## src/hw/cds_regs.svh

```systemverilog
// register offsets, field positions, size codes and version constants for the chaining
// dma status bank; included by the status bank module.
`ifndef CDS_REGS_SVH
`define CDS_REGS_SVH

`define CDS_OFF_WR_HI 8'h20
`define CDS_OFF_WR_LO 8'h24
`define CDS_OFF_RD_HI 8'h28
`define CDS_OFF_RD_LO 8'h2c
`define CDS_OFF_ERR 8'h30
`define CDS_OFF_WR_CTL 8'h00
`define CDS_OFF_RD_CTL 8'h10

`define CDS_VER_MSB 31
`define CDS_VER_LSB 28
`define CDS_SIZE_MSB 23
`define CDS_SIZE_LSB 21
`define CDS_WIDTH_MSB 20
`define CDS_WIDTH_LSB 17
`define CDS_EMPTY_BIT 16
`define CDS_LAST_MSB 15
`define CDS_LAST_LSB 0

`define CDS_SIZE_128 3'h0
`define CDS_SIZE_256 3'h1
`define CDS_SIZE_512 3'h2
`define CDS_SIZE_1024 3'h3
`define CDS_SIZE_2048 3'h4

`define CDS_DESIGN_VERSION 4'h1
`define CDS_ZERO32 32'h0000_0000

`endif

```

## src/hw/cds_pkg.sv

```systemverilog
// types shared by the chaining dma status bank files.
// assumes nothing of its surroundings.
`default_nettype none
package cds_pkg;
  typedef enum logic [1:0]
  {
    CDS_CNT_IDLE,
    CDS_CNT_RUN,
    CDS_CNT_HOLD
  } cds_cnt_state_t;
endpackage
`default_nettype wire

```

## src/hw/cds_perf_counter.sv

```systemverilog
// one direction's performance cycle counter.
// assumes start and done are single-cycle pulses on clk_sys_in.
`timescale 1ns/1ps
`default_nettype none
module cds_perf_counter #(
  parameter int CNT_W = 24
)
(
  input wire logic clk_sys_in, // system clock
  input wire logic sys_rst_in, // sync reset, active high
  input wire logic start_in, // descriptor header programmed
  input wire logic done_in, // last descriptor completed
  output logic [CNT_W-1:0] count_out, // cycles counted
  output logic running_out // counter is running
);
  cds_pkg::cds_cnt_state_t state_ff;
  cds_pkg::cds_cnt_state_t nxt_state;
  logic [CNT_W-1:0] count_ff;
  logic [CNT_W-1:0] nxt_count;

  always_comb
  begin
    nxt_state = state_ff;
    nxt_count = count_ff;
    case (state_ff)
      cds_pkg::CDS_CNT_IDLE,
      cds_pkg::CDS_CNT_HOLD:
      begin
        // restart from zero on each new header
        if (start_in)
        begin
          nxt_state = cds_pkg::CDS_CNT_RUN;
          nxt_count = '0;
        end
      end
      cds_pkg::CDS_CNT_RUN:
      begin
        // fetch cycles counted too, so run from header to last completion
        nxt_count = count_ff + {{(CNT_W-1){1'b0}}, 1'b1};
        if (start_in)
          nxt_count = '0;
        else if (done_in)
          nxt_state = cds_pkg::CDS_CNT_HOLD;
      end
      default:
      begin
        nxt_state = cds_pkg::CDS_CNT_IDLE;
        nxt_count = '0;
      end
    endcase
  end

  always_ff @(posedge clk_sys_in)
  begin
    if (sys_rst_in)
    begin
      state_ff <= cds_pkg::CDS_CNT_IDLE;
      count_ff <= '0;
    end
    else
    begin
      state_ff <= nxt_state;
      count_ff <= nxt_count;
    end
  end

  assign count_out = count_ff;
  assign running_out = (state_ff == cds_pkg::CDS_CNT_RUN);
endmodule
`default_nettype wire

```

## src/hw/cds_status_bank.sv

```systemverilog
// chaining dma status bank: read-only status words in the bar2/bar3 window.
// assumes a simple single-cycle register port decoded from bar2 or bar3,
// and dma engine status inputs synchronous to clk_sys_in.
// Functional notes
// - write low word: cycle counter header-to-last-done plus address width.
// - read low word: cycle counter header-to-last-done plus maximum tag count.
// - error word counts bad end-to-end crc digests, valid when forwarded.
// - write high bits 31:28 fixed design version; bits 27:24 reserved zero.
// - write high bits 23:21 payload size code; bits 20:17 reserved zero.
// - read high: request size 23:21, one-hot link width 20:17, 31:24 zero.
// - write high bit 16 set when write descriptor fifo is empty.
// - read high bit 16 set when read descriptor fifo is empty.
// - write high low half holds last completed write descriptor index.
// - read high low half holds last completed read descriptor index.
// - all status fields read-only; host writes to the status offsets leave them unchanged.
// - status words decode at byte offsets 0x20 to 0x30, step four.
`timescale 1ns/1ps
`default_nettype none
`include "cds_regs.svh"
module cds_status_bank #(
  parameter int ADDR_W = 8,
  parameter int CNT_W = 24,
  parameter int IDX_W = 16,
  parameter int ECRC_W = 16
)
(
  input wire logic clk_sys_in, // system clock, 100 mhz
  input wire logic sys_rst_in, // sync reset, active high
  input wire logic bar_hit_in, // access hits bar2 or bar3
  input wire logic rd_en_in, // register read strobe
  input wire logic wr_en_in, // register write strobe
  input wire logic [ADDR_W-1:0] addr_in, // byte offset in window
  output logic [31:0] rd_data_out, // read data
  output logic rd_valid_out, // read data valid pulse
  input wire logic wr_last_done_in, // write dma finished last desc
  input wire logic rd_last_done_in, // read dma finished last desc
  input wire logic wr_fifo_empty_in, // write desc fifo empty
  input wire logic rd_fifo_empty_in, // read desc fifo empty
  input wire logic [IDX_W-1:0] wr_last_idx_in, // last write desc done
  input wire logic [IDX_W-1:0] rd_last_idx_in, // last read desc done
  input wire logic [2:0] payload_size_in, // largest payload size code
  input wire logic [2:0] read_req_size_in, // largest read request code
  input wire logic [3:0] link_width_in, // one-hot negotiated width
  input wire logic [7:0] addr_width_in, // target mem address width
  input wire logic [7:0] tag_limit_field_in, // maximum tag count
  input wire logic ecrc_fwd_en_in, // ecrc forwarding enabled
  input wire logic ecrc_err_in // bad ecrc seen, one pulse
);

  // ----------------------------------------------------------------
  // decode helpers
  // ----------------------------------------------------------------
  function automatic logic hit(input logic [ADDR_W-1:0] a,
                               input logic [7:0] off);
    hit = (a == off[ADDR_W-1:0]);
  endfunction

  // the low-word counter shares 32 bits with an 8-bit info byte
  function automatic logic [31:0] lo_word(input logic [7:0] info,
                                          input logic [CNT_W-1:0] cnt);
    lo_word = {info, cnt};
  endfunction

  // ----------------------------------------------------------------
  // performance counters
  // ----------------------------------------------------------------
  logic wr_start;
  logic rd_start;
  logic [CNT_W-1:0] wr_cnt;
  logic [CNT_W-1:0] rd_cnt;

  assign wr_start = bar_hit_in && wr_en_in && hit(addr_in, `CDS_OFF_WR_CTL);
  assign rd_start = bar_hit_in && wr_en_in && hit(addr_in, `CDS_OFF_RD_CTL);

  cds_perf_counter #(
    .CNT_W(CNT_W)
  )
  u_wr_cnt
  (
    .clk_sys_in(clk_sys_in),
    .sys_rst_in(sys_rst_in),
    .start_in(wr_start),
    .done_in(wr_last_done_in),
    .count_out(wr_cnt),
    .running_out()
  );

  cds_perf_counter #(
    .CNT_W(CNT_W)
  )
  u_rd_cnt
  (
    .clk_sys_in(clk_sys_in),
    .sys_rst_in(sys_rst_in),
    .start_in(rd_start),
    .done_in(rd_last_done_in),
    .count_out(rd_cnt),
    .running_out()
  );

  // ----------------------------------------------------------------
  // ecrc error counter
  // ----------------------------------------------------------------
  logic [ECRC_W-1:0] ecrc_cnt_ff;
  logic [ECRC_W-1:0] nxt_ecrc_cnt;

  always_comb
  begin
    nxt_ecrc_cnt = ecrc_cnt_ff;
    // count bad digests
    // saturate so a flood of errors never wraps back to a small value
    if (ecrc_fwd_en_in && ecrc_err_in && !(&ecrc_cnt_ff))
      nxt_ecrc_cnt = ecrc_cnt_ff + {{(ECRC_W-1){1'b0}}, 1'b1};
  end

  always_ff @(posedge clk_sys_in)
  begin
    if (sys_rst_in)
      ecrc_cnt_ff <= '0;
    else
      ecrc_cnt_ff <= nxt_ecrc_cnt;
  end

  // ----------------------------------------------------------------
  // status word assembly
  // ----------------------------------------------------------------
  logic [31:0] wr_hi;
  logic [31:0] rd_hi;
  logic [31:0] err_word;

  always_comb
  begin
    wr_hi = `CDS_ZERO32;
    wr_hi[`CDS_VER_MSB:`CDS_VER_LSB] = `CDS_DESIGN_VERSION;
    wr_hi[`CDS_SIZE_MSB:`CDS_SIZE_LSB] = payload_size_in;
    wr_hi[`CDS_EMPTY_BIT] = wr_fifo_empty_in;
    wr_hi[`CDS_LAST_MSB:`CDS_LAST_LSB] = wr_last_idx_in;
  end

  always_comb
  begin
    rd_hi = `CDS_ZERO32;
    rd_hi[`CDS_SIZE_MSB:`CDS_SIZE_LSB] = read_req_size_in;
    rd_hi[`CDS_WIDTH_MSB:`CDS_WIDTH_LSB] = link_width_in;
    rd_hi[`CDS_EMPTY_BIT] = rd_fifo_empty_in;
    rd_hi[`CDS_LAST_MSB:`CDS_LAST_LSB] = rd_last_idx_in;
  end

  always_comb
  begin
    err_word = `CDS_ZERO32;
    err_word[ECRC_W-1:0] = ecrc_cnt_ff;
  end

  // ----------------------------------------------------------------
  // read port
  // ----------------------------------------------------------------
  logic [31:0] rd_data_ff;
  logic [31:0] nxt_rd_data;
  logic rd_valid_ff;
  logic nxt_rd_valid;

  always_comb
  begin
    nxt_rd_valid = bar_hit_in && rd_en_in;
    nxt_rd_data = `CDS_ZERO32;
    if (bar_hit_in && rd_en_in)
    begin
      if (hit(addr_in, `CDS_OFF_WR_HI))
        nxt_rd_data = wr_hi;
      else if (hit(addr_in, `CDS_OFF_WR_LO))
        nxt_rd_data = lo_word(addr_width_in, wr_cnt);
      else if (hit(addr_in, `CDS_OFF_RD_HI))
        nxt_rd_data = rd_hi;
      else if (hit(addr_in, `CDS_OFF_RD_LO))
        nxt_rd_data = lo_word(tag_limit_field_in, rd_cnt);
      else if (hit(addr_in, `CDS_OFF_ERR))
        nxt_rd_data = err_word;
    end
  end

  // writes ignored here
  // status words have no write path; only the header offsets are snooped
  always_ff @(posedge clk_sys_in)
  begin
    if (sys_rst_in)
    begin
      rd_data_ff <= `CDS_ZERO32;
      rd_valid_ff <= 1'b0;
    end
    else
    begin
      rd_data_ff <= nxt_rd_data;
      rd_valid_ff <= nxt_rd_valid;
    end
  end

  assign rd_data_out = rd_data_ff;
  assign rd_valid_out = rd_valid_ff;
endmodule
`default_nettype wire

```

## config.mk

```make
export PLATFORM = sky130hd
export DESIGN_NAME = cds_status_bank
export DESIGN_NICKNAME = d
export VERILOG_FILES = /design/src/hw/cds_pkg.sv /design/src/hw/cds_perf_counter.sv /design/src/hw/cds_status_bank.sv
export VERILOG_INCLUDE_DIRS = /design/src /design/src/hw
export SDC_FILE = /design/constraint.sdc
export NUM_CORES = 1
export LEC_CHECK = 0
export BUFFER_PORTS_ARGS = -buffer_cell sky130_fd_sc_hd__buf_2
export CORE_MARGIN = 2
export CORE_UTILIZATION = 50
export DETAILED_ROUTE_END_ITERATION = 10
export HOLD_SLACK_MARGIN = 0.06
export PLACE_DENSITY = 0.81
export SYNTH_ARGS = -nofsm -noshare
export SYNTH_HDL_FRONTEND = slang
export SYNTH_HIERARCHICAL = 1
export SYNTH_SLANG_ARGS = --single-unit
```

## constraint.sdc

```tcl
create_clock -name clk_sys_in -period 2.1 [get_ports clk_sys_in]
set_input_delay 0.105 -clock clk_sys_in [delete_from_list [all_inputs] [get_ports clk_sys_in]]
set_output_delay 0.105 -clock clk_sys_in [all_outputs]
set_load 0.005 [all_outputs]
```

==> run_results.csv <==
group,metric,value,unit
finish,area_delta_synth_final,25.4,%
global_routing,use_met3,5.30,%
synthesis,yosysSeqAreaShare,37.1,%
power_and_ir_drop,peakVddDrop,0.000266,V
placement,place_congestion,0.915,
critical_path,worstPathMaxFanout,4,
cts,cts_buffers,9,
critical_path,worst_ep_required_time,2.36,ns
cts,cts_root_buffer,"clkbuf_8",
global_routing,grt_max_degree,48,
synthesis,syn_area_per_cell,8.53,sq um
routing,drc,0,
critical_path,startpoint,"addr_in[1]",
critical_path,arrival,2.23,ns
placement,numPlacedInstances,889,
floorplan,die_y,108,um
global_routing,grt_use_met1,35.4,%
synthesis,synth_nets,719,
global_routing,grt_usage,28.8,%
finish,nets,875,
floorplan,pin_count,110,
placement,hpwlAfterDp,12.3,mm
run,max_cap_viol_count,0,
cts,cts.clk_slew.worst_paths,0.10,ns
synthesis,syn_inst,639,
sta,holdWs,0.0574,ns
synthesis,synth_async_sr_flop_share,0,%
sta,hold_violations,0,
global_routing,grt_pass1_vias,5439,
floorplan,core_area,0.0107,sq mm
sta,setup_viol,0,
finish,drive_above_1_share,25.9,%
sta,fmax,0.507,GHz
critical_path,ff2ff_setup_slack,0.18,ns
cts,numClockSinks,101,
synthesis,syn-cell-area,0.00545,sq mm
global_routing,overflow,0,
sta,period_minus_slack,1.97,ns
sta,worstMarginPinSlew,0.723,ns
sta,rsz0062_at_grt,"no",
global_routing,antenna_found_initial,0,
critical_path,crit_end,"u_rd_cnt/count_out[23]$_SDFFE_PP0P_",
global_routing,use_met2,49.2,%
synthesis,yosysWarnings,6,
finish,layout_commonest_cell,"buf_2",
sta,period_share,93.9,%
synthesis,synth_seq_cells,101,
routing,drt_pass1_iterations,5,
critical_path,r2r_end,"u_wr_cnt/count_out[18]$_SDFFE_PP0P_",
sta,relSlewSlack,51.7,%
floorplan,initial_core_util,50.7,%
synthesis,synth_cell_types,68,
sta,fin_skew,0.0107,ns
routing,wl_per_cell,18.0,um
cts,cts_max_level,3,
routing,routed_via_density,6.16,
cts,clk_path_buf_depth,2,
routing,ant_nets,0,
sta,slew_violations,0,
cts,clock_latency,0.38,ns
floorplan,dieWidth,108,um
routing,drtIter0Drc,450,
finish,final_cell_mix,"109 x buf_2, 101 x dfxtp_1, 64 x nand2_1",
sta,fin_setup_tns,0,ns
critical_path,critical_path.endpoint_type,"flip-flop",
cts,cts_tree,"yes",
floorplan,core.rowCount,38,
synthesis,ys.flop_type,"dfxtp_1",
synthesis,synth_edf_count,0,
global_routing,grt_busiest_layer,"met2",
outcome,status,"complete, no violations",
finish,finalNonFillerCells,940,
critical_path,startpoint_type,"primary input",
floorplan,die_area,0.0118,sq mm
global_routing,grt_first_pass_wirelength,26.4,mm
power_and_ir_drop,power_density,523,mW/mm^2
hold_path,hp-class,"in2reg",
critical_path,crit_type,"in2reg",
routing,vias,5794,
power_and_ir_drop,p_leak,0.00259,uW
critical_path,rr_worst_depth,5,
critical_path,r2r-start,"u_wr_cnt/count_out[0]$_SDFFE_PP0P_",
placement,io_buffers,109,
routing,wl,16.9,mm
finish,antenna_cells,0,
layout make-up:
type / instances / area (sq um)
well taps: 140 / 175
clock buffers: 10 / 138
repair buffers: 180 / 1170
clock inverters: 6 / 61.3
flip-flops and latches: 101 / 2020
fillers: 887 / 3910
inverters: 20 / 75.1
multi-input cells: 483 / 3200
synth_stat cells, types with 15 or more instances:
master | number | share of area (%)
clkbuf_1 | 15 | 1.0
dfxtp_1 | 101 | 37
o21ai_0 | 24 | 2.2
nor2_1 | 59 | 4.1
nor3_1 | 19 | 1.7
nor2b_1 | 16 | 1.8
nand3_1 | 21 | 1.9
nand2_1 | 64 | 4.4
mux2i_1 | 18 | 3.3
inv_1 | 18 | 1.2
a21oi_1 | 42 | 3.9
stage by stage:
step	utilization (%)	worst slack (ns)	total power (uW)	area (sq um)
after floorplan	-	0.00183	2140	5450
after global placement	58.4	-0.145	2290	6270
after detailed placement	58.4	-0.251	2290	6270
after CTS	63.5	0.0663	3580	6820
after global routing	63.6	0.0213	3690	6840
final	63.6	0.129	3570	6840
power by group:
group          leakage [uW]  internal [uW]  switching [uW]
combinational       0.00168            186             187
sequential         0.000814           1920            10.8
clock              0.000102            582             687
total               0.00259           2690             885
worst min-delay path by stage:
stage / cells after the start / startpoint / to
3_5_place_dp: 3 / addr_width_in[0] / rd_data_out[24]$_SDFF_PP0_
3_3_place_gp: 3 / addr_width_in[1] / rd_data_out[25]$_SDFF_PP0_
6_report: 3 / rd_en_in / rd_data_out[6]$_SDFF_PP0_
5_1_grt: 3 / wr_last_idx_in[15] / rd_data_out[15]$_SDFF_PP0_
4_1_cts: 3 / rd_en_in / rd_data_out[1]$_SDFF_PP0_
2_1_floorplan: 2 / wr_last_idx_in[0] / rd_data_out[0]$_SDFF_PP0_
registers in the layout, summed over array words and instances (netlist names):
register	cells
u_wr_cnt/state_ff	2
u_wr_cnt/count_out	24
rd_data_out	32
u_rd_cnt/count_out	24
ecrc_cnt_ff	16
rd_valid_out	1
u_rd_cnt/state_ff	2
kinds of logic (layout without fill, tap and decap cells):
| family | Yosys count | after routing | share of synthesized area, % |
|---|---|---|---|
| AND/OR/NAND/NOR | 291 | 291 | 30.7 |
| buffers and inverters | 55 | 216 | 4.52 |
| multiplexers | 28 | 28 | 6.27 |
| XOR/XNOR | 10 | 10 | 1.61 |
| flip-flops | 101 | 101 | 37.1 |
| AO/OA/AOI/OAI | 151 | 151 | 19.1 |
| adder cells (fa/ha/maj) | 3 | 3 | 0.689 |
per-layer routing:
| layer | vias up | wire (um) |
|---|---|---|
| li1 | 2718 | - |
| met2 | 315 | 8050 |
| met1 | 2718 | 6880 |
| met5 | - | 0 |
| met4 | 0 | 498 |
| met3 | 43 | 1500 |
critical path, stage by stage:
cell     delay, ns
buf_2         0.13
nor4_4        0.35
nand4_1       0.24
nor3b_2       0.24
buf_4         0.17
nor2_1        0.05
or3_1         0.41
o41ai_1       0.43
a21oi_1       0.13
repair_timing:
| action | 4_1_cts | 5_1_grt |
|---|---|---|
| gates resized for setup | 0 | 4 |
| setup endpoints to repair | 0 | 20 |
| hold buffers | 35 | 0 |
| hold endpoints to repair | 22 | 0 |
| buffers inserted | 0 | 0 |
Note: power is estimated with default switching activity, not from simulation.
